## src/stm_pkg.sv

```systemverilog
// constants and types shared by the standard timer block
package stm_pkg;
  localparam int CNT_W = 10;
  // register indices on the plain register port
  localparam logic [2:0] ADDR_CTRL0  = 3'h0;
  localparam logic [2:0] ADDR_CTRL1  = 3'h1;
  localparam logic [2:0] ADDR_CNT    = 3'h2;
  localparam logic [2:0] ADDR_CMPA   = 3'h3;
  localparam logic [2:0] ADDR_CMPP   = 3'h4;
  localparam logic [2:0] ADDR_FLAGS  = 3'h5;
  // control-one field positions
  localparam int POS_CCLR  = 0;
  localparam int POS_DPX   = 1;
  localparam int POS_POL   = 2;
  localparam int POS_OC    = 3;
  localparam int POS_IO    = 4;
  localparam int POS_MODE  = 6;
  // control-zero field positions
  localparam int POS_RUN   = 3;
  localparam int POS_CKSEL = 0;
  // flag register positions
  localparam int POS_FA    = 0;
  localparam int POS_FP    = 1;
  // reset values and the counter maximum
  localparam logic [7:0]       CTRL1_RST = 8'h00;
  localparam logic [CNT_W-1:0] CMP_RST   = 10'h000;
  localparam logic [CNT_W-1:0] CNT_MAX   = 10'h3FF;
  // compare p selects multiples of this step
  localparam int P_STEP_SHIFT = 7;
  // timer clock prescale choices, in system clocks
  localparam logic [1:0] PRE_DIV1  = 2'h0;
  localparam logic [1:0] PRE_DIV4  = 2'h1;
  localparam logic [1:0] PRE_DIV16 = 2'h2;
  localparam logic [1:0] PRE_DIV64 = 2'h3;
  typedef enum logic [1:0] {
    MODE_CMP  = 2'h0,
    MODE_CAP  = 2'h1,
    MODE_PWM  = 2'h2,
    MODE_TMR  = 2'h3
  } stm_mode_type;
endpackage

```

## src/stm_timer.sv

```systemverilog
// standard timer: compare, pwm, single pulse, capture and timer modes
//
// The placing of the registers and strobed register access were decided locally.
`timescale 1ns/1ps
module stm_timer #(
  parameter int CNT_W = stm_pkg::CNT_W
) (
  // clock and reset
  input  wire logic             clk_sys,
  input  wire logic             rst,
  // register port
  input  wire logic [2:0]       reg_addr,
  input  wire logic [15:0]      reg_wdata,
  input  wire logic             reg_wr,
  input  wire logic             reg_rd,
  output logic      [15:0]      reg_rdata,
  // pins
  input  wire logic             external_trigger_pin,
  input  wire logic             capture_input_pin,
  output logic                  timer_out,
  output logic                  timer_out_oe_n,
  // events
  output logic                  compare_a_flag,
  output logic                  compare_p_flag,
  output logic                  timer_event
);
  logic [7:0]       ctrl1_r, ctrl1_nxt;
  logic             run_r, run_nxt;
  logic [1:0]       cksel_r, cksel_nxt;
  logic [CNT_W-1:0] cnt_r, cnt_nxt;
  logic [CNT_W-1:0] cmpa_r, cmpa_nxt;
  logic [CNT_W-1:0] cmpp_r, cmpp_nxt;
  logic             fa_r, fa_nxt;
  logic             fp_r, fp_nxt;
  logic             pin_r, pin_nxt;
  logic             run_d_r;
  logic             out_r, out_nxt;
  logic             oe_n_r, oe_n_nxt;
  logic             evt_r, evt_nxt;
  logic [15:0]      rdata_nxt;
  logic             tick;
  logic             trig_rise, trig_fall, cap_rise, cap_fall;
  logic             trig_lvl, cap_lvl;

  stm_pkg::stm_mode_type mode;
  logic [1:0]       act;
  logic             cclr, dpx, pol, oc;
  logic             run_rise;
  logic             is_cmp, is_pwm, is_sp;
  logic             hit_a, hit_p;
  logic [CNT_W:0]   p_len, a_len, period_len, duty_len;
  logic             cap_edge;

  assign mode = stm_pkg::stm_mode_type'(ctrl1_r[stm_pkg::POS_MODE +: 2]);
  assign act  = ctrl1_r[stm_pkg::POS_IO +: 2];
  assign cclr = ctrl1_r[stm_pkg::POS_CCLR];
  assign dpx  = ctrl1_r[stm_pkg::POS_DPX];
  assign pol  = ctrl1_r[stm_pkg::POS_POL];
  assign oc   = ctrl1_r[stm_pkg::POS_OC];

  stm_prescale u_pre (
    .clk_sys (clk_sys),
    .rst     (rst),
    .sel     (cksel_r),
    .tick    (tick)
  );

  stm_pin_sync u_trig (
    .clk_sys (clk_sys),
    .rst     (rst),
    .pin     (external_trigger_pin),
    .level   (trig_lvl),
    .rise    (trig_rise),
    .fall    (trig_fall)
  );

  stm_pin_sync u_cap (
    .clk_sys (clk_sys),
    .rst     (rst),
    .pin     (capture_input_pin),
    .level   (cap_lvl),
    .rise    (cap_rise),
    .fall    (cap_fall)
  );

  // 3-bit P code as a length in timer clocks
  function automatic logic [CNT_W:0] p_length(input logic [CNT_W-1:0] v);
    logic [2:0] code;
    code = v[CNT_W-1 -: 3];
    p_length = (code == 3'h0) ? (CNT_W+1)'(1 << CNT_W)
                              : (CNT_W+1)'({code, 7'h00});
  endfunction

  // full compare value as a length, zero meaning full range
  function automatic logic [CNT_W:0] full_length(input logic [CNT_W-1:0] v);
    full_length = (v == '0) ? (CNT_W+1)'(1 << CNT_W) : {1'b0, v};
  endfunction

  assign run_rise = run_r & ~run_d_r;
  assign is_cmp   = (mode == stm_pkg::MODE_CMP) || (mode == stm_pkg::MODE_TMR);
  assign is_pwm   = (mode == stm_pkg::MODE_PWM) && (act != 2'h3);
  assign is_sp    = (mode == stm_pkg::MODE_PWM) && (act == 2'h3);
  assign p_len    = p_length(cmpp_r);
  assign a_len    = full_length(cmpa_r);
  assign period_len = dpx ? a_len : p_len;
  assign duty_len   = dpx ? p_len : a_len;
  // P compares on the upper three bits against the count after increment
  assign hit_p = tick && run_r && ({1'b0, cnt_r} + 1'b1 == p_len);
  assign hit_a = tick && run_r && (cmpa_r != '0) && (cnt_r + 1'b1 == cmpa_r);
  // capture needs edge select from the action field
  always_comb
  begin
    unique case (act)
      2'h0:    cap_edge = cap_rise;
      2'h1:    cap_edge = cap_fall;
      2'h2:    cap_edge = cap_rise | cap_fall;
      default: cap_edge = 1'b0;
    endcase
  end

  // registers and counter next state
  always_comb
  begin
    ctrl1_nxt = ctrl1_r;
    run_nxt   = run_r;
    cksel_nxt = cksel_r;
    cmpa_nxt  = cmpa_r;
    cmpp_nxt  = cmpp_r;
    cnt_nxt   = cnt_r;
    fa_nxt    = fa_r;
    fp_nxt    = fp_r;
    evt_nxt   = 1'b0;
    if (reg_wr)
    begin
      unique case (reg_addr)
        stm_pkg::ADDR_CTRL0:
        begin
          run_nxt   = reg_wdata[stm_pkg::POS_RUN];
          cksel_nxt = reg_wdata[stm_pkg::POS_CKSEL +: 2];
        end
        stm_pkg::ADDR_CTRL1: ctrl1_nxt = reg_wdata[7:0];
        stm_pkg::ADDR_CMPA:  cmpa_nxt  = reg_wdata[CNT_W-1:0];
        stm_pkg::ADDR_CMPP:  cmpp_nxt  = reg_wdata[CNT_W-1:0];
        stm_pkg::ADDR_FLAGS:
        begin
          if (reg_wdata[stm_pkg::POS_FA]) fa_nxt = 1'b0;
          if (reg_wdata[stm_pkg::POS_FP]) fp_nxt = 1'b0;
        end
        default: ;
      endcase
    end
    if (is_sp && trig_rise)
      run_nxt = 1'b1;
    if (run_rise)
      cnt_nxt = '0;
    else if (tick && run_r)
    begin
      if (is_cmp)
      begin
        if (cclr ? hit_a : (cmpp_r == '0 ? cnt_r == stm_pkg::CNT_MAX : hit_p))
          cnt_nxt = '0;
        else
          cnt_nxt = cnt_r + 1'b1;
        if (hit_a)
          fa_nxt = 1'b1;
        if (!cclr && (hit_p || (cmpp_r == '0 && cnt_r == stm_pkg::CNT_MAX)))
          fp_nxt = 1'b1;
        evt_nxt = hit_a || (!cclr && hit_p);
      end
      else if (is_pwm)
      begin
        cnt_nxt = ({1'b0, cnt_r} + 1'b1 >= period_len) ? '0 : cnt_r + 1'b1;
        if (hit_a)
          fa_nxt = 1'b1;
        if (hit_p)
          fp_nxt = 1'b1;
        evt_nxt = hit_a | hit_p;
      end
      else if (is_sp)
      begin
        cnt_nxt = cnt_r + 1'b1;
        if (hit_a)
        begin
          fa_nxt  = 1'b1;
          run_nxt = 1'b0;
          evt_nxt = 1'b1;
        end
      end
      else
      begin
        // capture: wraps on P, P zero lets it reach the top
        cnt_nxt = (cmpp_r != '0 && cnt_r + 1'b1 == cmpp_r) ? '0 : cnt_r + 1'b1;
        if (cmpp_r != '0 && cnt_r + 1'b1 == cmpp_r)
        begin
          fp_nxt  = 1'b1;
          evt_nxt = 1'b1;
        end
      end
    end
    if ((mode == stm_pkg::MODE_CAP) && run_r && cap_edge)
    begin
      cmpa_nxt = cnt_r;
      fa_nxt   = 1'b1;
      evt_nxt  = 1'b1;
    end
  end

  // output pin level; sets win over software clears above
  always_comb
  begin
    pin_nxt  = pin_r;
    oe_n_nxt = 1'b0;
    if (run_rise)
      pin_nxt = oc;
    else if (is_cmp && hit_a)
    begin
      unique case (act)
        2'h1:    pin_nxt = 1'b1;
        2'h2:    pin_nxt = 1'b0;
        2'h3:    pin_nxt = ~pin_r;
        default: pin_nxt = pin_r;
      endcase
    end
    else if (is_sp && !run_r)
      pin_nxt = ~oc;
    if (is_pwm)
    begin
      unique case (act)
        2'h0:    out_nxt = 1'b0;
        2'h1:    out_nxt = 1'b1;
        default: out_nxt = (oc ? ({1'b0, cnt_r} < duty_len || duty_len >= period_len)
                               : !({1'b0, cnt_r} < duty_len || duty_len >= period_len)) ^ pol;
      endcase
    end
    else if (is_sp)
      out_nxt = (run_r ? oc : ~oc) ^ pol;
    else
      out_nxt = pin_r ^ pol;
    if (mode == stm_pkg::MODE_TMR || mode == stm_pkg::MODE_CAP)
    begin
      oe_n_nxt = 1'b1;
      out_nxt  = 1'b0;
    end
  end

  always_comb
  begin
    rdata_nxt = 16'h0000;
    if (reg_rd)
    begin
      unique case (reg_addr)
        stm_pkg::ADDR_CTRL0:  rdata_nxt = {12'h000, run_r, 1'b0, cksel_r};
        stm_pkg::ADDR_CTRL1:  rdata_nxt = {8'h00, ctrl1_r};
        stm_pkg::ADDR_CNT:    rdata_nxt = {6'h00, cnt_r};
        stm_pkg::ADDR_CMPA:   rdata_nxt = {6'h00, cmpa_r};
        stm_pkg::ADDR_CMPP:   rdata_nxt = {6'h00, cmpp_r};
        stm_pkg::ADDR_FLAGS:  rdata_nxt = {14'h0000, fp_r, fa_r};
        default:              rdata_nxt = 16'h0000;
      endcase
    end
  end

  always_ff @(posedge clk_sys)
  begin
    if (rst)
    begin
      ctrl1_r   <= stm_pkg::CTRL1_RST;
      run_r     <= 1'b0;
      run_d_r   <= 1'b0;
      cksel_r   <= stm_pkg::PRE_DIV1;
      cnt_r     <= '0;
      cmpa_r    <= stm_pkg::CMP_RST;
      cmpp_r    <= stm_pkg::CMP_RST;
      fa_r      <= 1'b0;
      fp_r      <= 1'b0;
      pin_r     <= 1'b0;
      out_r     <= 1'b0;
      oe_n_r    <= 1'b1;
      evt_r     <= 1'b0;
      reg_rdata <= 16'h0000;
    end
    else
    begin
      ctrl1_r   <= ctrl1_nxt;
      run_r     <= run_nxt;
      run_d_r   <= run_r;
      cksel_r   <= cksel_nxt;
      cnt_r     <= cnt_nxt;
      cmpa_r    <= cmpa_nxt;
      cmpp_r    <= cmpp_nxt;
      fa_r      <= fa_nxt;
      fp_r      <= fp_nxt;
      pin_r     <= pin_nxt;
      out_r     <= out_nxt;
      oe_n_r    <= oe_n_nxt;
      evt_r     <= evt_nxt;
      reg_rdata <= rdata_nxt;
    end
  end

  assign timer_out      = out_r;
  assign timer_out_oe_n = oe_n_r;
  assign compare_a_flag = fa_r;
  assign compare_p_flag = fp_r;
  assign timer_event    = evt_r;

  a_no_p_flag_clra: assert property (@(posedge clk_sys) disable iff (rst)
    (is_cmp && cclr && !fp_r) |=> !fp_r)
    else $error("compare p flag set while clearing on a");

  a_tmr_pin_off: assert property (@(posedge clk_sys) disable iff (rst)
    (mode == stm_pkg::MODE_TMR) |=> timer_out_oe_n)
    else $error("output driven in timer mode");

  a_run_rise_load: assert property (@(posedge clk_sys) disable iff (rst)
    run_rise |=> (pin_r == $past(oc)))
    else $error("pin not reloaded on run rise");

  a_sp_stop_on_a: assert property (@(posedge clk_sys) disable iff (rst)
    (is_sp && hit_a && !reg_wr && !trig_rise) |=> !run_r)
    else $error("single pulse not stopped on a match");

  a_trig_start: assert property (@(posedge clk_sys) disable iff (rst)
    (is_sp && trig_rise) |=> run_r)
    else $error("trigger did not start pulse");

  a_cap_copy: assert property (@(posedge clk_sys) disable iff (rst)
    ((mode == stm_pkg::MODE_CAP) && run_r && cap_edge) |=> (cmpa_r == $past(cnt_r)) && fa_r)
    else $error("capture did not copy counter");

  a_cnt_zero_start: assert property (@(posedge clk_sys) disable iff (rst)
    run_rise |=> (cnt_r == '0))
    else $error("counter not zeroed on start");

  a_cap_off_oe: assert property (@(posedge clk_sys) disable iff (rst)
    (mode == stm_pkg::MODE_CAP) |=> timer_out_oe_n && !timer_out)
    else $error("output driven in capture mode");
endmodule

```

## src/stm_prescale.sv

```systemverilog
// timer clock enable divider
`timescale 1ns/1ps
module stm_prescale (
  // clock and reset
  input  wire logic       clk_sys,
  input  wire logic       rst,
  // selection and enable out
  input  wire logic [1:0] sel,
  output logic            tick
);
  logic [5:0] cnt_r;
  logic [5:0] cnt_nxt;
  logic       tick_nxt;

  always_comb
  begin
    cnt_nxt  = cnt_r + 6'h01;
    tick_nxt = 1'b0;
    unique case (sel)
      stm_pkg::PRE_DIV1:  tick_nxt = 1'b1;
      stm_pkg::PRE_DIV4:  tick_nxt = (cnt_r[1:0] == 2'h3);
      stm_pkg::PRE_DIV16: tick_nxt = (cnt_r[3:0] == 4'hF);
      stm_pkg::PRE_DIV64: tick_nxt = (cnt_r == 6'h3F);
    endcase
  end

  always_ff @(posedge clk_sys)
  begin
    if (rst)
    begin
      cnt_r <= 6'h00;
      tick  <= 1'b0;
    end
    else
    begin
      cnt_r <= cnt_nxt;
      tick  <= tick_nxt;
    end
  end
endmodule

```

## src/stm_pin_sync.sv

```systemverilog
// three-stage pin synchroniser with edge detection
`timescale 1ns/1ps
module stm_pin_sync (
  // clock and reset
  input  wire logic clk_sys,
  input  wire logic rst,
  // pin in, edges out
  input  wire logic pin,
  output logic      level,
  output logic      rise,
  output logic      fall
);
  logic [2:0] sh_r;
  logic [2:0] sh_nxt;
  logic       lvl_r;
  logic       lvl_nxt;

  // a change counts once stages two and three agree
  always_comb
  begin
    sh_nxt  = {sh_r[1:0], pin};
    lvl_nxt = (sh_r[2] == sh_r[1]) ? sh_r[2] : lvl_r;
  end

  always_ff @(posedge clk_sys)
  begin
    if (rst)
    begin
      sh_r  <= 3'h0;
      lvl_r <= 1'b0;
    end
    else
    begin
      sh_r  <= sh_nxt;
      lvl_r <= lvl_nxt;
    end
  end

  assign level = lvl_r;
  assign rise  = lvl_nxt & ~lvl_r;
  assign fall  = ~lvl_nxt & lvl_r;
endmodule

```

## config.mk

```make
export PLATFORM = sky130hd
export DESIGN_NAME = stm_timer
export DESIGN_NICKNAME = d
export VERILOG_FILES = /design/src/stm_pkg.sv /design/src/stm_timer.sv /design/src/stm_prescale.sv /design/src/stm_pin_sync.sv
export SDC_FILE = /design/constraint.sdc
export NUM_CORES = 1
export LEC_CHECK = 0
export BUFFER_PORTS_ARGS = -buffer_cell sky130_fd_sc_hd__buf_4
export CAP_MARGIN = 20
export CORE_MARGIN = 2
export CORE_UTILIZATION = 60
export DETAILED_ROUTE_END_ITERATION = 8
export PLACE_DENSITY = 0.8
export SLEW_MARGIN = 20
export SYNTH_ARGS = -nofsm -noshare
export SYNTH_HDL_FRONTEND = slang
export SYNTH_SLANG_ARGS = --single-unit
```

## constraint.sdc

```tcl
create_clock -name clk_sys -period 4.41 [get_ports clk_sys]
set_input_delay 0 -clock clk_sys [delete_from_list [all_inputs] [get_ports clk_sys]]
set_output_delay 0 -clock clk_sys [all_outputs]
set_load 0.01 [all_outputs]
```

# Yosys cells after proc, flatten, opt, wreduce, memory -nomap -nowiden

Index checks and enable logic that the tools add are counted.

Shifts and indexed selects: 0
Add/sub/neg operators: 3
Equal/unequal tests: 25
Mux-type cells: 68
Bitwise logic cells: 16
Reductions and logical operators: 43
Multiply operators: 0
Divide/modulo/power cells: 0
Magnitude comparators: 3

Operators by type and width:

| kind                                           | number |
|---|---|
| two-way mux 10 bit                             | 9 |
| case mux 10 bit (6 select lines)               | 1 |
| two-way mux 1 bit                              | 50 |
| two-way mux 11 bit                             | 4 |
| greater-or-equal comparator 11 bit             | 2 |
| == test 10 bit                                 | 2 |
| zero test 10 bit                               | 2 |
| nonzero test 10 bit                            | 2 |
| logical AND 1 bit                              | 15 |
| == test 2 bit (second input constant)          | 7 |
| adder 10 x 1 -> 11 bit (second input constant) | 1 |
| == test 11 bit                                 | 1 |
| less-than comparator 10 x 11 -> 1 bit          | 1 |
| adder 10 x 1 -> 10 bit (second input constant) | 1 |
| == test 10 bit (second input constant)         | 1 |
| AND reduction 2 bit                            | 5 |
| inverter 1 bit                                 | 7 |
| adder 6 x 1 -> 6 bit (second input constant)   | 1 |
| == test 2 x 1 -> 1 bit (second input constant) | 3 |
| == test 3 x 2 -> 1 bit (second input constant) | 2 |
| == test 3 bit (second input constant)          | 2 |
| == test 6 bit (second input constant)          | 1 |
| zero test 2 bit                                | 3 |
| zero test 3 bit                                | 2 |
| other kinds (16)                               | 33 |

ROM bits: 0
Output and inout bits: 21
Logic and storage cells: 178
Memories kept: 0
Bits in writable memories: 0
Bits in registers: 79
Latch bits: 0

# Longest topological paths before layout

Gate-level depths: netlist of the first run.

Depth in word-level cells: 11
Mapped depth: 17

# Cells and area by module

A second synthesis of the first run with hierarchy kept.

Cell total of the unflattened synthesis: 620
Area, all modules: 5233.8 um2

Modules (own cells, without submodules):

| module       | sequential area each (um2) | area each (um2) | instances | cells each |
|---|---|---|---|---|
| stm_timer    | 1161.1                     | 4719.5          | 1         | 568 |
| stm_prescale | 140.1                      | 259.0           | 1         | 26 |
| stm_pin_sync | 80.1                       | 127.6           | 2         | 13 |

# Worst setup path after synthesis of the first run

Ideal clock, no wire load.

Kind: flip-flop to flip-flop
From: register cnt_r[1]
To: register cnt_r[7]
Clock period less this slack: 3263 ps
Arrival: 3176 ps
Required time: 4323 ps
Stages on the path, launching flop included: 18
Setup slack: 1147 ps
Setup time: 87 ps
Cell sequence: dfxtp_1 ha_1 buf_6 and4_4 buf_6 nand2_4 xor2_2 inv_2 ha_1 a21oi_1 and3_1 o21ai_0 maj3_2 a2111oi_2 o211a_1 buf_6 nor2_2 o31ai_1

Longest elaborated chain between the ends: 7

Ends and longest elaborated chain:

| what                                                                           | RTL line         | source |
|---|---|---|
| start, declared                                                                | stm_timer.sv:30  | `logic [CNT_W-1:0] cnt_r, cnt_nxt;` |
| start signal, assigned                                                         | stm_timer.sv:288 | `cnt_r <= cnt_nxt;` |
| parallel branches: the longest is 6 deep, another holds adder 10 x 1 -> 11 bit | -                |  |
| two-way mux 10 bit *                                                           | stm_timer.sv:158 | `if (is_cmp)` |

Mark *: on every way between the ends.
A chain may end at the register's enable or synchronous reset.

# Worst setup path after layout of the first run

From: register cnt_r[0]
To: register cnt_r[7]

The elaborated chain is that of the path after synthesis.

==> results of run 1 <==
stage by stage:
step	util, %	setup WS (ps)	total power, mW	instances	hold slack (ps)
2_1_floorplan	-	1147	0.7965	610	128.2
3_3_place_gp	63.54	603.0	0.8349	698	216.2
3_5_place_dp	63.54	455.1	0.8394	698	219.3
4_1_cts	67.60	438.0	1.385	727	21.73
5_1_grt	67.60	82.70	1.432	727	34.39
6_report	67.60	375.5	1.389	727	20.89
worst min-delay path by stage:
| stage | from | end | slack [ps] | depth (start not counted) |
|---|---|---|---|---|
| 2_1_floorplan | capture_input_pin | u_cap.sh_r[0] | 130 | 1 |
| 3_3_place_gp | capture_input_pin | u_cap.sh_r[0] | 220 | 2 |
| 3_5_place_dp | capture_input_pin | u_cap.sh_r[0] | 220 | 2 |
| 4_1_cts | reg_addr[0] | reg_rdata[1] | 20 | 2 |
| 5_1_grt | reg_addr[0] | reg_rdata[1] | 30 | 2 |
| 6_report | reg_addr[0] | reg_rdata[1] | 20 | 2 |
cells in the mapped netlist, types with 4 or more instances:
library cell / n / share of area [%]
dfxtp_1: 73 / 29
nor2_1: 69 / 5.1
nand2_1: 50 / 3.7
a21oi_1: 44 / 4.3
mux2i_1: 34 / 6.7
clkbuf_1: 31 / 2.3
ha_1: 28 / 6.9
o21ai_0: 22 / 2.2
inv_1: 20 / 1.5
nand2b_1: 15 / 1.8
nand3_1: 15 / 1.5
nor2b_1: 14 / 1.7
a211oi_1: 12 / 1.8
nor3_1: 12 / 1.2
xor2_1: 10 / 1.7
nand4_1: 9 / 1.1
xnor2_1: 9 / 1.5
a22oi_1: 7 / 1.0
buf_4: 7 / 1.0
buf_6: 7 / 1.5
a31oi_1: 6 / 0.74
and3_1: 6 / 0.74
xnor3_1: 6 / 2.7
o21a_1: 5 / 0.74
o22a_1: 5 / 0.86
a21o_1: 4 / 0.59
buf_2: 4 / 0.39
critical path, delay by kind of cell, from the launching register on:
| kind | cells | cell delay (ps) |
|---|---|---|
| flip-flops | 1 | 620 |
| adder cells (fa/ha/maj) | 3 | 1120 |
| XOR/XNOR | 1 | 200 |
| AND/OR/NAND/NOR | 4 | 650 |
| buffers and inverters | 1 | 80 |
| AO/OA/AOI/OAI | 5 | 1280 |
flip-flops by register name, summed over array words and instances (netlist names), 2 cells and up:
register and cells:
u_pre.cnt_r 6, cksel_r 2, cmpa_r 10, cnt_r 10
u_cap.sh_r 3, u_trig.sh_r 3, ctrl1_r 8, cmpp_r 10
reg_rdata 10
kinds of logic after synthesis:
group | synth area share (%)
xor+xnor | 8.819
buf+inv | 7.443
compound gates | 17.66
fa+ha+maj | 7.099
simple gates | 23.09
mux | 7.124
flops | 28.69
other cells | 0.07362
power breakdown:
part	switching [mW]	leakage [nW]	total (mW)	internal (mW)
logic	0.0842	1.62	0.149	0.0645
registers	0.0171	0.592	0.689	0.672
clock network	0.273	0.103	0.551	0.278
total	0.375	2.32	1.39	1.01
routing by layer:
metal,part of all wire [%],vias to the layer above,GRT usage (%)
met3,8.6,38,5.795
li1,-,2154,-
met1,41,2133,40.04
met4,2.9,0,12.98
met5,0,-,0
met2,47,246,50.58
area by class of cell:
cell class / instances / area, um2 / area share [%]
sequential: 73 / 1461 / 26.31
multi-input combinational: 462 / 3272 / 58.91
clock buffer: 10 / 137.6 / 2.478
timing repair buffer: 50 / 407.9 / 7.344
clock inverter: 6 / 65.06 / 1.171
inverter: 21 / 78.83 / 1.419
tap: 105 / 131.4 / 2.365
cells in the final DEF, fill, tap and decap left out, types with 14 or more instances in the layout:
cell type / n
mux2i_1: 34
a21oi_1: 44
inv_1: 20
nand3_1: 15
ha_1: 28
nand2_1: 50
o21ai_0: 22
nor2_1: 69
buf_4: 37
nor2b_1: 14
nand2b_1: 15
dfxtp_1: 73
==> summary.md, run 1 <==
| Metric | Value |
|---|---|
| DRC viols | `0` |
| Worst-Skew Late Latency | `around 360 ps` |
| Die Y | `between 90 and 100 um` |
| Most frequent CP cell | `ha_1` |
| Min Tclk post-route | `a little over 4000 ps` |
| Die footprint | `~9200 um2` |
| CP Capture Type | `flop` |
| Final Cell Area | `5554 um2` |
| VDD IR max | `about 230 uV` |
| Status | `completed` |
| Initial antenna violation count | `0` |
| H-tree depth | `3` |
| Period utilisation layout | `91.49%` |
| Worst hold path class | `in -> reg` |
| Final Skew | `around 12 ps` |
| Maximum clock insertion buffer count | `2` |
| Pre-Repair DR Iteration Count | `5` |
| Worst Reg-to-Reg Cells | `14` |
| Gr usage total | `between 30% and 40%` |
| Post-synth cell types | `81` |
| Setup crit start kind | `flop` |
| CP max-delay cell | `dfxtp_1` |
| Top-Level Pins | `46` |
| TritonCTS buffer count | `9` |
| Ys Warns | `0` |
| CP Cell Sequence | `ha_1, and4_4, nand2_4, xor2_2, inv_2, ha_1, a21oi_1, and3_1, o21ai_0, maj3_2, a2111oi_2, o211a_1, nor2_2, o31ai_1` |
| CTS Sinks | `73` |
| Die width | `a little under 100 um` |
| # rows | `33` |
| Cells after Synth | `roughly 600` |
| Synth Cell Area | `5094 um2` |
| Final net count | `670` |
| Pwr Density | `250.0 nW/um2` |
| Slew @ Worst Pin | `around 1100 ps` |
| Worst R2R End | `cnt_r[7]` |
| Avg Cell Area, Syn | `8.419 um2` |
| Setup crit start | `cnt_r[0]` |
| Reg2reg start | `cnt_r[0]` |
| Vias/cell | `6.287` |
| Initial DRC count | `372` |
| Final wirelength | `~14 mm` |
| Worst setup path end | `cnt_r[7]` |
| Vias in the first global route | `around 4300` |
| Crit path DAT | `4310 ps` |
| RD Place Congestion | `0.9468` |
| #FFs+latches synth | `73` |
| Endpoints failing setup | `0` |
| CTS tree | `done` |
| Leak Pwr | `2.317 nW` |
| CTS root buffer | `clkbuf_8` |
| CTS Hold Bufs | `13` |
| Ys flop type | `dfxtp_1` |
| Post-route setup TNS | `0 ps` |
| Initial core utilization | `61.99%` |
| PostCTS Resize Cnt | `0` |
| Port Buf Inserts | `33` |
| Final ANT Viol Nets | `0` |
| Synth-to-layout area growth | `9.040%` |
| Detailed Place HPWL | `just under 10 mm` |
| Pins over their slew limit | `0` |
| Global-route wire length before repair | `around 22 mm` |
| Core Footprint | `between 8000 and 9000 um2` |
| EDFF count, synth | `0` |
| Total grt overflow | `0` |
| RSZ-0062 raised after global routing | `false` |
| Layout cell share with drive strength beyond 1 | `approximately an eighth` |
| Slew margin rel. | `29.06%` |
| N_diodes | `0` |
| CP Class | `reg -> reg` |
| CP peak stage delay | `620 ps` |
| Share of the yosys chip area belonging to registers | `28.69%` |
| Largest net degree at the start of global routing | `between 50 and 60` |
| Fillers | `between 600 and 700` |
| Max-cap viol count | `0` |
| Critical path peak fanout | `12` |
| Final hold violations | `0` |
| Post-CTS Setup Inserts | `0` |
| Achievable Freq | `between 200 and 250 MHz` |
| Clk slew on worst S/H paths | `80 ps` |
| Vias | `~4600` |
| R2R Setup Slk | `380 ps` |
| Asr flop ratio synth | `0%` |
| Drt wl/cell | `about 19 um` |
| Data required time of the worst path | `roughly 4700 ps` |
| Placed cell areas | `between 5000 and 6000 um2` |
(Power assumes the default switching activity.)
==> run 2, diff against run 1 <==
--- a/config.mk
+++ b/config.mk
@@ -5,12 +5,13 @@
 export SDC_FILE = /design/constraint.sdc
 export NUM_CORES = 1
 export LEC_CHECK = 0
+export ABC_AREA = 1
 export BUFFER_PORTS_ARGS = -buffer_cell sky130_fd_sc_hd__buf_4
 export CAP_MARGIN = 20
-export CORE_MARGIN = 2
 export CORE_UTILIZATION = 60
+export CTS_CLUSTER_SIZE = 24
 export DETAILED_ROUTE_END_ITERATION = 8
-export PLACE_DENSITY = 0.8
+export PLACE_DENSITY = 0.81
 export SLEW_MARGIN = 20
 export SYNTH_ARGS = -nofsm -noshare
 export SYNTH_HDL_FRONTEND = slang
==> run 2 against run 1 <==
  * Wire length grew 0.57%
  * Global-route usage grew 3.6 points
  * Sequential cell count is the same
  * Final area shrank 5.2%
  * First-iteration DRC count grew 6.2%
  * Non-clock buffer count shrank 2
  * Area after synthesis shrank 8.2%
  * Combinational power grew 9%
  * Fmax grew 26%
==> summary.md, run 2 <==
| Metric | Value |
|---|---|
| Area leader, netlist | `dfxtp_1` |
| Avg Cell Area, Syn | `6.670 um2 (-21%)` |
| Vias/cell | `5.788 (-7.9%)` |
| Placed Cells | `815 (+17%)` |
| Core Footprint | `7408 um2 (-9.8%)` |
| Post-synth cell types | `43 (-47%)` |
| Worst setup path end | `cnt_r[9]` |
| Ranking of synthesized cells by area | `dfxtp_1 (31%), nand2_1 (13%), ha_1 (7.5%)` |
| R2R Setup Slk | `1200 ps (+830 ps)` |
| Initial DRC count | `395 (+6.2%)` |
| Final ANT Viol Nets | `0 (unchanged)` |
| Slew @ Worst Pin | `1164 ps (+102.3 ps)` |
| Worst R2R End | `cnt_r[9]` |
| EDFF count, synth | `0 (unchanged)` |
| Post-synth top cells | `nand2_1 (159), inv_1 (89), dfxtp_1 (73), nor2_1 (68), a21oi_1 (51)` |
| Commonest non-fill, non-tap cell in the layout | `nand2_1` |
| Drt wl/cell | `16.46 um (-14%)` |
| Final net count | `795 (+19%)` |
| Max-cap viol count | `0 (unchanged)` |
| Global-route wire length before repair | `22.29 mm (+2.6%)` |
| Total grt overflow | `0 (unchanged)` |
| Period utilisation layout | `72.69% (-19 points)` |
| Cells after Synth | `701 (+16%)` |
| Setup crit start kind | `flop` |
| TritonCTS buffer count | `9 (unchanged)` |
| Layout cell share with drive strength beyond 1 | `12.45% (-0.89 points)` |
| CTS tree | `done` |
| Worst Reg-to-Reg Cells | `19 (+5)` |
| Clk slew on worst S/H paths | `80 ps (about the same)` |
| Post-route setup TNS | `0 ps (unchanged)` |
| Commonest non-fill, non-tap cells in the layout | `nand2_1 (159), inv_1 (89), dfxtp_1 (73)` |
| Hold slack | `89.77 ps (+68.88 ps)` |
| Final Skew | `10.12 ps (-1.493 ps)` |
| Critical path peak fanout | `13 (+1)` |
| CP Class | `reg -> reg` |
| Pins over their slew limit | `0 (unchanged)` |
| H-tree depth | `3 (unchanged)` |
| Fin cells | `846 (+16%)` |
| Pwr Density | `253.2 nW/um2 (+1.3%)` |
| Largest net degree at the start of global routing | `33 (-42%)` |
| Endpoints failing setup | `0 (unchanged)` |
| Achievable Freq | `312.0 MHz (+26%)` |
| Initial core utilization | `63.11% (+1.1 points)` |
| Final hold violations | `0 (unchanged)` |
| Most frequent cell after synthesis | `nand2_1` |
| Status | `completed` |
| Ys flop type | `dfxtp_1` |
| Asr flop ratio synth | `0% (unchanged)` |
| Vias in the first global route | `4579 (+6.3%)` |
| PostCTS Resize Cnt | `0 (unchanged)` |
| RD Place Congestion | `0.9935 (+4.9%)` |
| Die footprint | `8150 um2 (-12%)` |
| CTS root buffer | `clkbuf_8` |
| Final core occ | `71.09% (+3.5 points)` |
| Worst-Skew Late Latency | `360 ps (about the same)` |
| Setup crit start | `cnt_r[0]` |
| Fillers | `639 (-2.3%)` |
| Ys Warns | `0 (unchanged)` |
| Dpl ws | `1339 ps (+884.0 ps)` |
| Slew margin rel. | `22.10% (-7.0 points)` |
| # rows | `31 (-6.1%)` |
| Data required time of the worst path | `4690 ps (about the same)` |
| Worst hold path class | `in -> reg` |
| Final wirelength | `13.92 mm (+0.57%)` |
| Gr usage total | `34.64% (+3.6 points)` |
| VDD IR max | `208.2 uV (-11%)` |
| Die Y | `90.28 um (-6.1%)` |
| Overall Power | `1.334 mW (-4.0%)` |
| Final Cell Area | `5266 um2 (-5.2%)` |
| Leak Pwr | `2.283 nW (-1.4%)` |
| CTS Sinks | `73 (unchanged)` |
| Port Buf Inserts | `33 (unchanged)` |
| Synth-to-layout area growth | `12.63%` |
| Final WS setup | `1205 ps (+829.0 ps)` |
| Detailed Place HPWL | `10.47 mm (+5.3%)` |
| Maximum clock insertion buffer count | `2 (unchanged)` |
| Initial antenna violation count | `0 (unchanged)` |
| CP Capture Type | `flop` |
| Placed cell areas | `4946 um2 (-5.3%)` |
| Post-synth top area share | `31.26% (+2.6 points)` |
| #FFs+latches synth | `73 (unchanged)` |
| Synth Cell Area | `4676 um2 (-8.2%)` |
| Die width | `90.28 um (-6.1%)` |
| DRC viols | `0 (unchanged)` |
| Share of the yosys chip area belonging to registers | `31.26% (+2.6 points)` |
| Min Tclk post-route | `3206 ps (-829.0 ps)` |
| RSZ-0062 raised after global routing | `false` |
| Vias | `4897 (+7.1%)` |
| Crit path DAT | `3490 ps (-820 ps)` |
| Reg2reg start | `cnt_r[0]` |
| Pre-Repair DR Iteration Count | `6 (+1)` |
| Top-Level Pins | `46 (unchanged)` |
| N_diodes | `0 (unchanged)` |
## run 2: cell types whose count changed after synthesis, moves of 8 or more
cell | before | now
nand2_1 | 50 | 159
o21ai_0 | 22 | 48
nand2_2 | 0 | 16
xnor2_1 | 9 | 1
inv_1 | 20 | 89
clkbuf_1 | 31 | 9
mux2i_1 | 34 | 0
nand2b_1 | 15 | 0
nor2b_1 | 14 | 0
o22ai_1 | 2 | 13
nand3_1 | 15 | 41
## run 2: logic make-up after synthesis
kind of cell    synth area share (%)
simple gates                   31.20
compound gates                 17.50
buf+inv                        10.54
flops                          31.25
fa+ha+maj                      7.493
xor+xnor                       1.686
other cells                  0.08020
mux                           0.2408
## run 2: final cells by class
| cell class | instances | area, um2 | area share [%] |
|---|---|---|---|
| multi-input combinational | 512 | 2740 | 52.03 |
| inverter | 98 | 372.9 | 7.080 |
| timing repair buffer | 48 | 397.9 | 7.555 |
| tap | 99 | 123.9 | 2.352 |
| clock inverter | 6 | 42.54 | 0.8078 |
| sequential | 73 | 1461 | 27.75 |
| clock buffer | 10 | 127.6 | 2.423 |
## run 2: critical path, stage by stage (launching register included)
cell,delay [ps]
dfxtp_1,750
ha_1,350
nand2_1,130
nor2_4,150
nand2_1,90
nand2_2,120
inv_1,90
ha_1,320
a21oi_1,170
o21a_1,130
nand3_1,90
nand2_1,70
nand2_1,50
nand2_1,50
nand2_1,50
nand2_1,50
nand2_1,80
nand2_4,140
nand4_1,120
a21oi_1,130
## run 2: how the worst min path moves through the flow
stage | start | to | slack, ps | depth (start not counted)
after floorplan | rst | u_trig.level | 90 | 1
after global placement | external_trigger_pin | u_trig.sh_r[0] | 210 | 3
after detailed placement | capture_input_pin | u_cap.sh_r[0] | 220 | 3
after CTS | reg_wr | cksel_r[0] | 80 | 3
after global routing | reg_wr | cksel_r[0] | 100 | 3
final | reg_wr | cksel_r[0] | 90 | 3
## run 2: repair_timing
action	CTS	global route
endpoints found under the hold margin	31	0
hold buffers	15	0
buffers inserted	0	0
## run 2: report_power, final
group          switching (mW)  leakage [nW]  total (mW)  internal (mW)
sequential             0.0168         0.592       0.691          0.675
combinational           0.103          1.61       0.162         0.0594
clock                   0.275        0.0827       0.480          0.205
total                   0.394          2.28        1.33          0.939
## run 2: layer usage
layer / track usage, % / share of wire [%]
met5: 0 / 0
met4: 16.94 / 4.6
met3: 5.892 / 7.3
met2: 57.32 / 46
met1: 43.66 / 42
==> run 3, diff against run 2 <==
--- a/config.mk
+++ b/config.mk
@@ -8,10 +8,10 @@
 export ABC_AREA = 1
 export BUFFER_PORTS_ARGS = -buffer_cell sky130_fd_sc_hd__buf_4
 export CAP_MARGIN = 20
-export CORE_UTILIZATION = 60
+export CORE_UTILIZATION = 54
 export CTS_CLUSTER_SIZE = 24
 export DETAILED_ROUTE_END_ITERATION = 8
-export PLACE_DENSITY = 0.81
+export PLACE_DENSITY = 0.77
 export SLEW_MARGIN = 20
 export SYNTH_ARGS = -nofsm -noshare
 export SYNTH_HDL_FRONTEND = slang
==> constraint.sdc (replaced) <==
create_clock -name clk_sys -period 2.7 [get_ports clk_sys]
set_input_delay 0 -clock clk_sys [delete_from_list [all_inputs] [get_ports clk_sys]]
set_output_delay 0 -clock clk_sys [all_outputs]
set_load 0.01 [all_outputs]
==> run 3 against run 2 <==
  * Largest cell class unchanged
  * Die area up 11%
  * Power is 73% higher
  * Final area grew 3.8%
  * Worst setup slack worse by 1000 ps
  * Sequential power rose by 62%
  * Largest power group unchanged
  * Count of clock-buffer cells in the layout did not move
  * Final cell count is 2.4% higher
  * Clock skew decreased by 3.5 ps
  * Worst hold slack got worse by 15 ps
  * Global-route usage shrank 1.9 points
==> summary.md, run 3 (synthesis gave the netlist of run 2 again) <==
| Metric | Value |
|---|---|
| Status | `completed` |
| Pwr Density | `421.9 nW/um2 (+67%)` |
| Vias/cell | `5.637 (-2.6%)` |
| RD Place Congestion | `0.9690 (-2.5%)` |
| Commonest non-fill, non-tap cells in the layout | `nand2_1 (157), inv_1 (89), nor2_1 (67), dfxtp_1 (67), a21oi_1 (49)` |
| CP Capture Type | `flop` |
| Core Footprint | `8299 um2 (+12%)` |
| Initial core utilization | `56.34% (-6.8 points)` |
| Final net count | `809 (+1.8%)` |
| Fillers | `752 (+18%)` |
| Final Skew | `6.617 ps (-3.499 ps)` |
| CTS root buffer | `clkbuf_8` |
| Clk slew on worst S/H paths | `80 ps (about the same)` |
| Die footprint | `9035 um2 (+11%)` |
| Final ANT Viol Nets | `0 (unchanged)` |
| Die width | `95.05 um (+5.3%)` |
| Port Buf Inserts | `33 (unchanged)` |
| Data required time of the worst path | `2930 ps (-1760 ps)` |
| VDD IR max | `360.4 uV (+73%)` |
| CTS Sinks | `73 (unchanged)` |
| Layout cell share with drive strength beyond 1 | `16.16% (+3.7 points)` |
| H-tree depth | `3 (unchanged)` |
| N_diodes | `0 (unchanged)` |
| Drt wl/cell | `16.16 um (-1.8%)` |
| Commonest non-fill, non-tap cell in the layout | `nand2_1` |
| Final wirelength | `14.00 mm (+0.53%)` |
| Detailed Place HPWL | `10.38 mm (-0.86%)` |
| Vias in the first global route | `4531 (-1.0%)` |
| Setup crit start kind | `flop` |
| Leak Pwr | `2.386 nW (+4.5%)` |
| Top-Level Pins | `46 (unchanged)` |
| Max-cap viol count | `0 (unchanged)` |
| Worst hold path class | `in -> reg` |
| Worst-Skew Late Latency | `350 ps (about the same)` |
| CTS tree | `done` |
| Register area | `1469 um2 (+0.51%)` |
| Global-route wire length before repair | `22.38 mm (+0.37%)` |
| Hold slack | `75.06 ps (-14.71 ps)` |
| Maximum clock insertion buffer count | `2 (unchanged)` |
| Final hold violations | `0 (unchanged)` |
| Area of the multi-input gates | `2796 um2 (+2.1%)` |
| Min Tclk post-route | `2514 ps (-691.7 ps)` |
| # rows | `33 (+6.5%)` |
| DRC viols | `0 (unchanged)` |
| Pins over their slew limit | `0 (unchanged)` |
| TritonCTS buffer count | `9 (unchanged)` |
| Gr usage total | `32.77% (-1.9 points)` |
| Slew @ Worst Pin | `611.1 ps (-553.2 ps)` |
| Slew margin rel. | `59.16% (+37 points)` |
| Initial antenna violation count | `0 (unchanged)` |
| Total grt overflow | `0 (unchanged)` |
| Pre-Repair DR Iteration Count | `5 (-1)` |
| Final core occ | `65.87% (-5.2 points)` |
| Post-route setup TNS | `0 ps (unchanged)` |
| CP Class | `reg -> reg` |
| Period utilisation layout | `93.10% (+20 points)` |
| Die Y | `95.05 um (+5.3%)` |
| Crit path DAT | `2750 ps (-740 ps)` |
| Initial DRC count | `425 (+7.6%)` |
| Critical path peak fanout | `7 (-6)` |
| Synth-to-layout area growth | `16.91%` |
| Endpoints failing setup | `0 (unchanged)` |
| Achievable Freq | `397.8 MHz (+28%)` |
| Largest net degree at the start of global routing | `32 (-3.0%)` |
| Vias | `4882 (-0.31%)` |
-- run 3: worst paths after layout --
| check | from | cells past startpoint | slack (ps) | endpoint |
|---|---|---|---|---|
| min | reg_wr | 3 | 80 | cksel_r[0] |
| max | cnt_r[6] | 16 | 190 | cnt_r[2] |
| min reg2reg | u_cap.sh_r[0] | 2 | 410 | u_cap.sh_r[1] |
| max reg2reg | cnt_r[6] | 16 | 190 | cnt_r[2] |
-- run 3: per-layer routing --
layer	part of all wire [%]	wire length (um)	vias up	track usage (%)
li1	-	-	2399	-
met1	42	5891	2239	42.70
met2	47	6645	210	53.30
met3	7.1	999	34	5.821
met4	3.3	457	0	13.51
met5	0	0	-	0
-- run 3: power breakdown --
part	switching, mW	total (mW)	leakage (nW)	internal, mW
Combinational	0.173	0.273	1.70	0.100
Clock	0.456	0.910	0.0949	0.454
Sequential	0.0216	1.12	0.596	1.10
-- run 3: final cells by class --
cell class	count	area share (%)
inverters	98	6.821
flip-flops and latches	73	26.87
well taps	105	2.403
repair buffers	61	9.018
multi-input cells	513	51.16
clock buffers	10	2.518
clock inverters	6	1.213
-- run 3: worst max-delay path, stage by stage, from the launching register on --
cell	delay [ps]
dfxtp_1	510
nand2_1	190
nor2_4	170
nand3_2	110
nand2_2	130
inv_1	80
ha_1	280
a21boi_0	210
nand2_1	80
nand2_1	60
nand2_1	40
nand2_1	60
nand2_1	60
nand2_2	130
nand2_4	90
nand4_1	110
a21oi_1	70
-- run 3: stage by stage --
stage               area, um2  power [mW]  cells  setup slack (ps)
floorplan                4695       1.310    706             308.0
global placement         5044       1.390    833             262.8
detailed placement       5044       1.394    833             219.7
CTS                      5388       2.312    863             188.9
global route             5466       2.396    866            -22.62
finish                   5466       2.306    866             186.2
-- run 3: repair_timing --
item	in CTS	in global routing
setup buffers	0	2
hold endpoints to repair	34	0
endpoints found under the setup margin	0	11
gates resized for setup	0	15
hold buffers	14	0
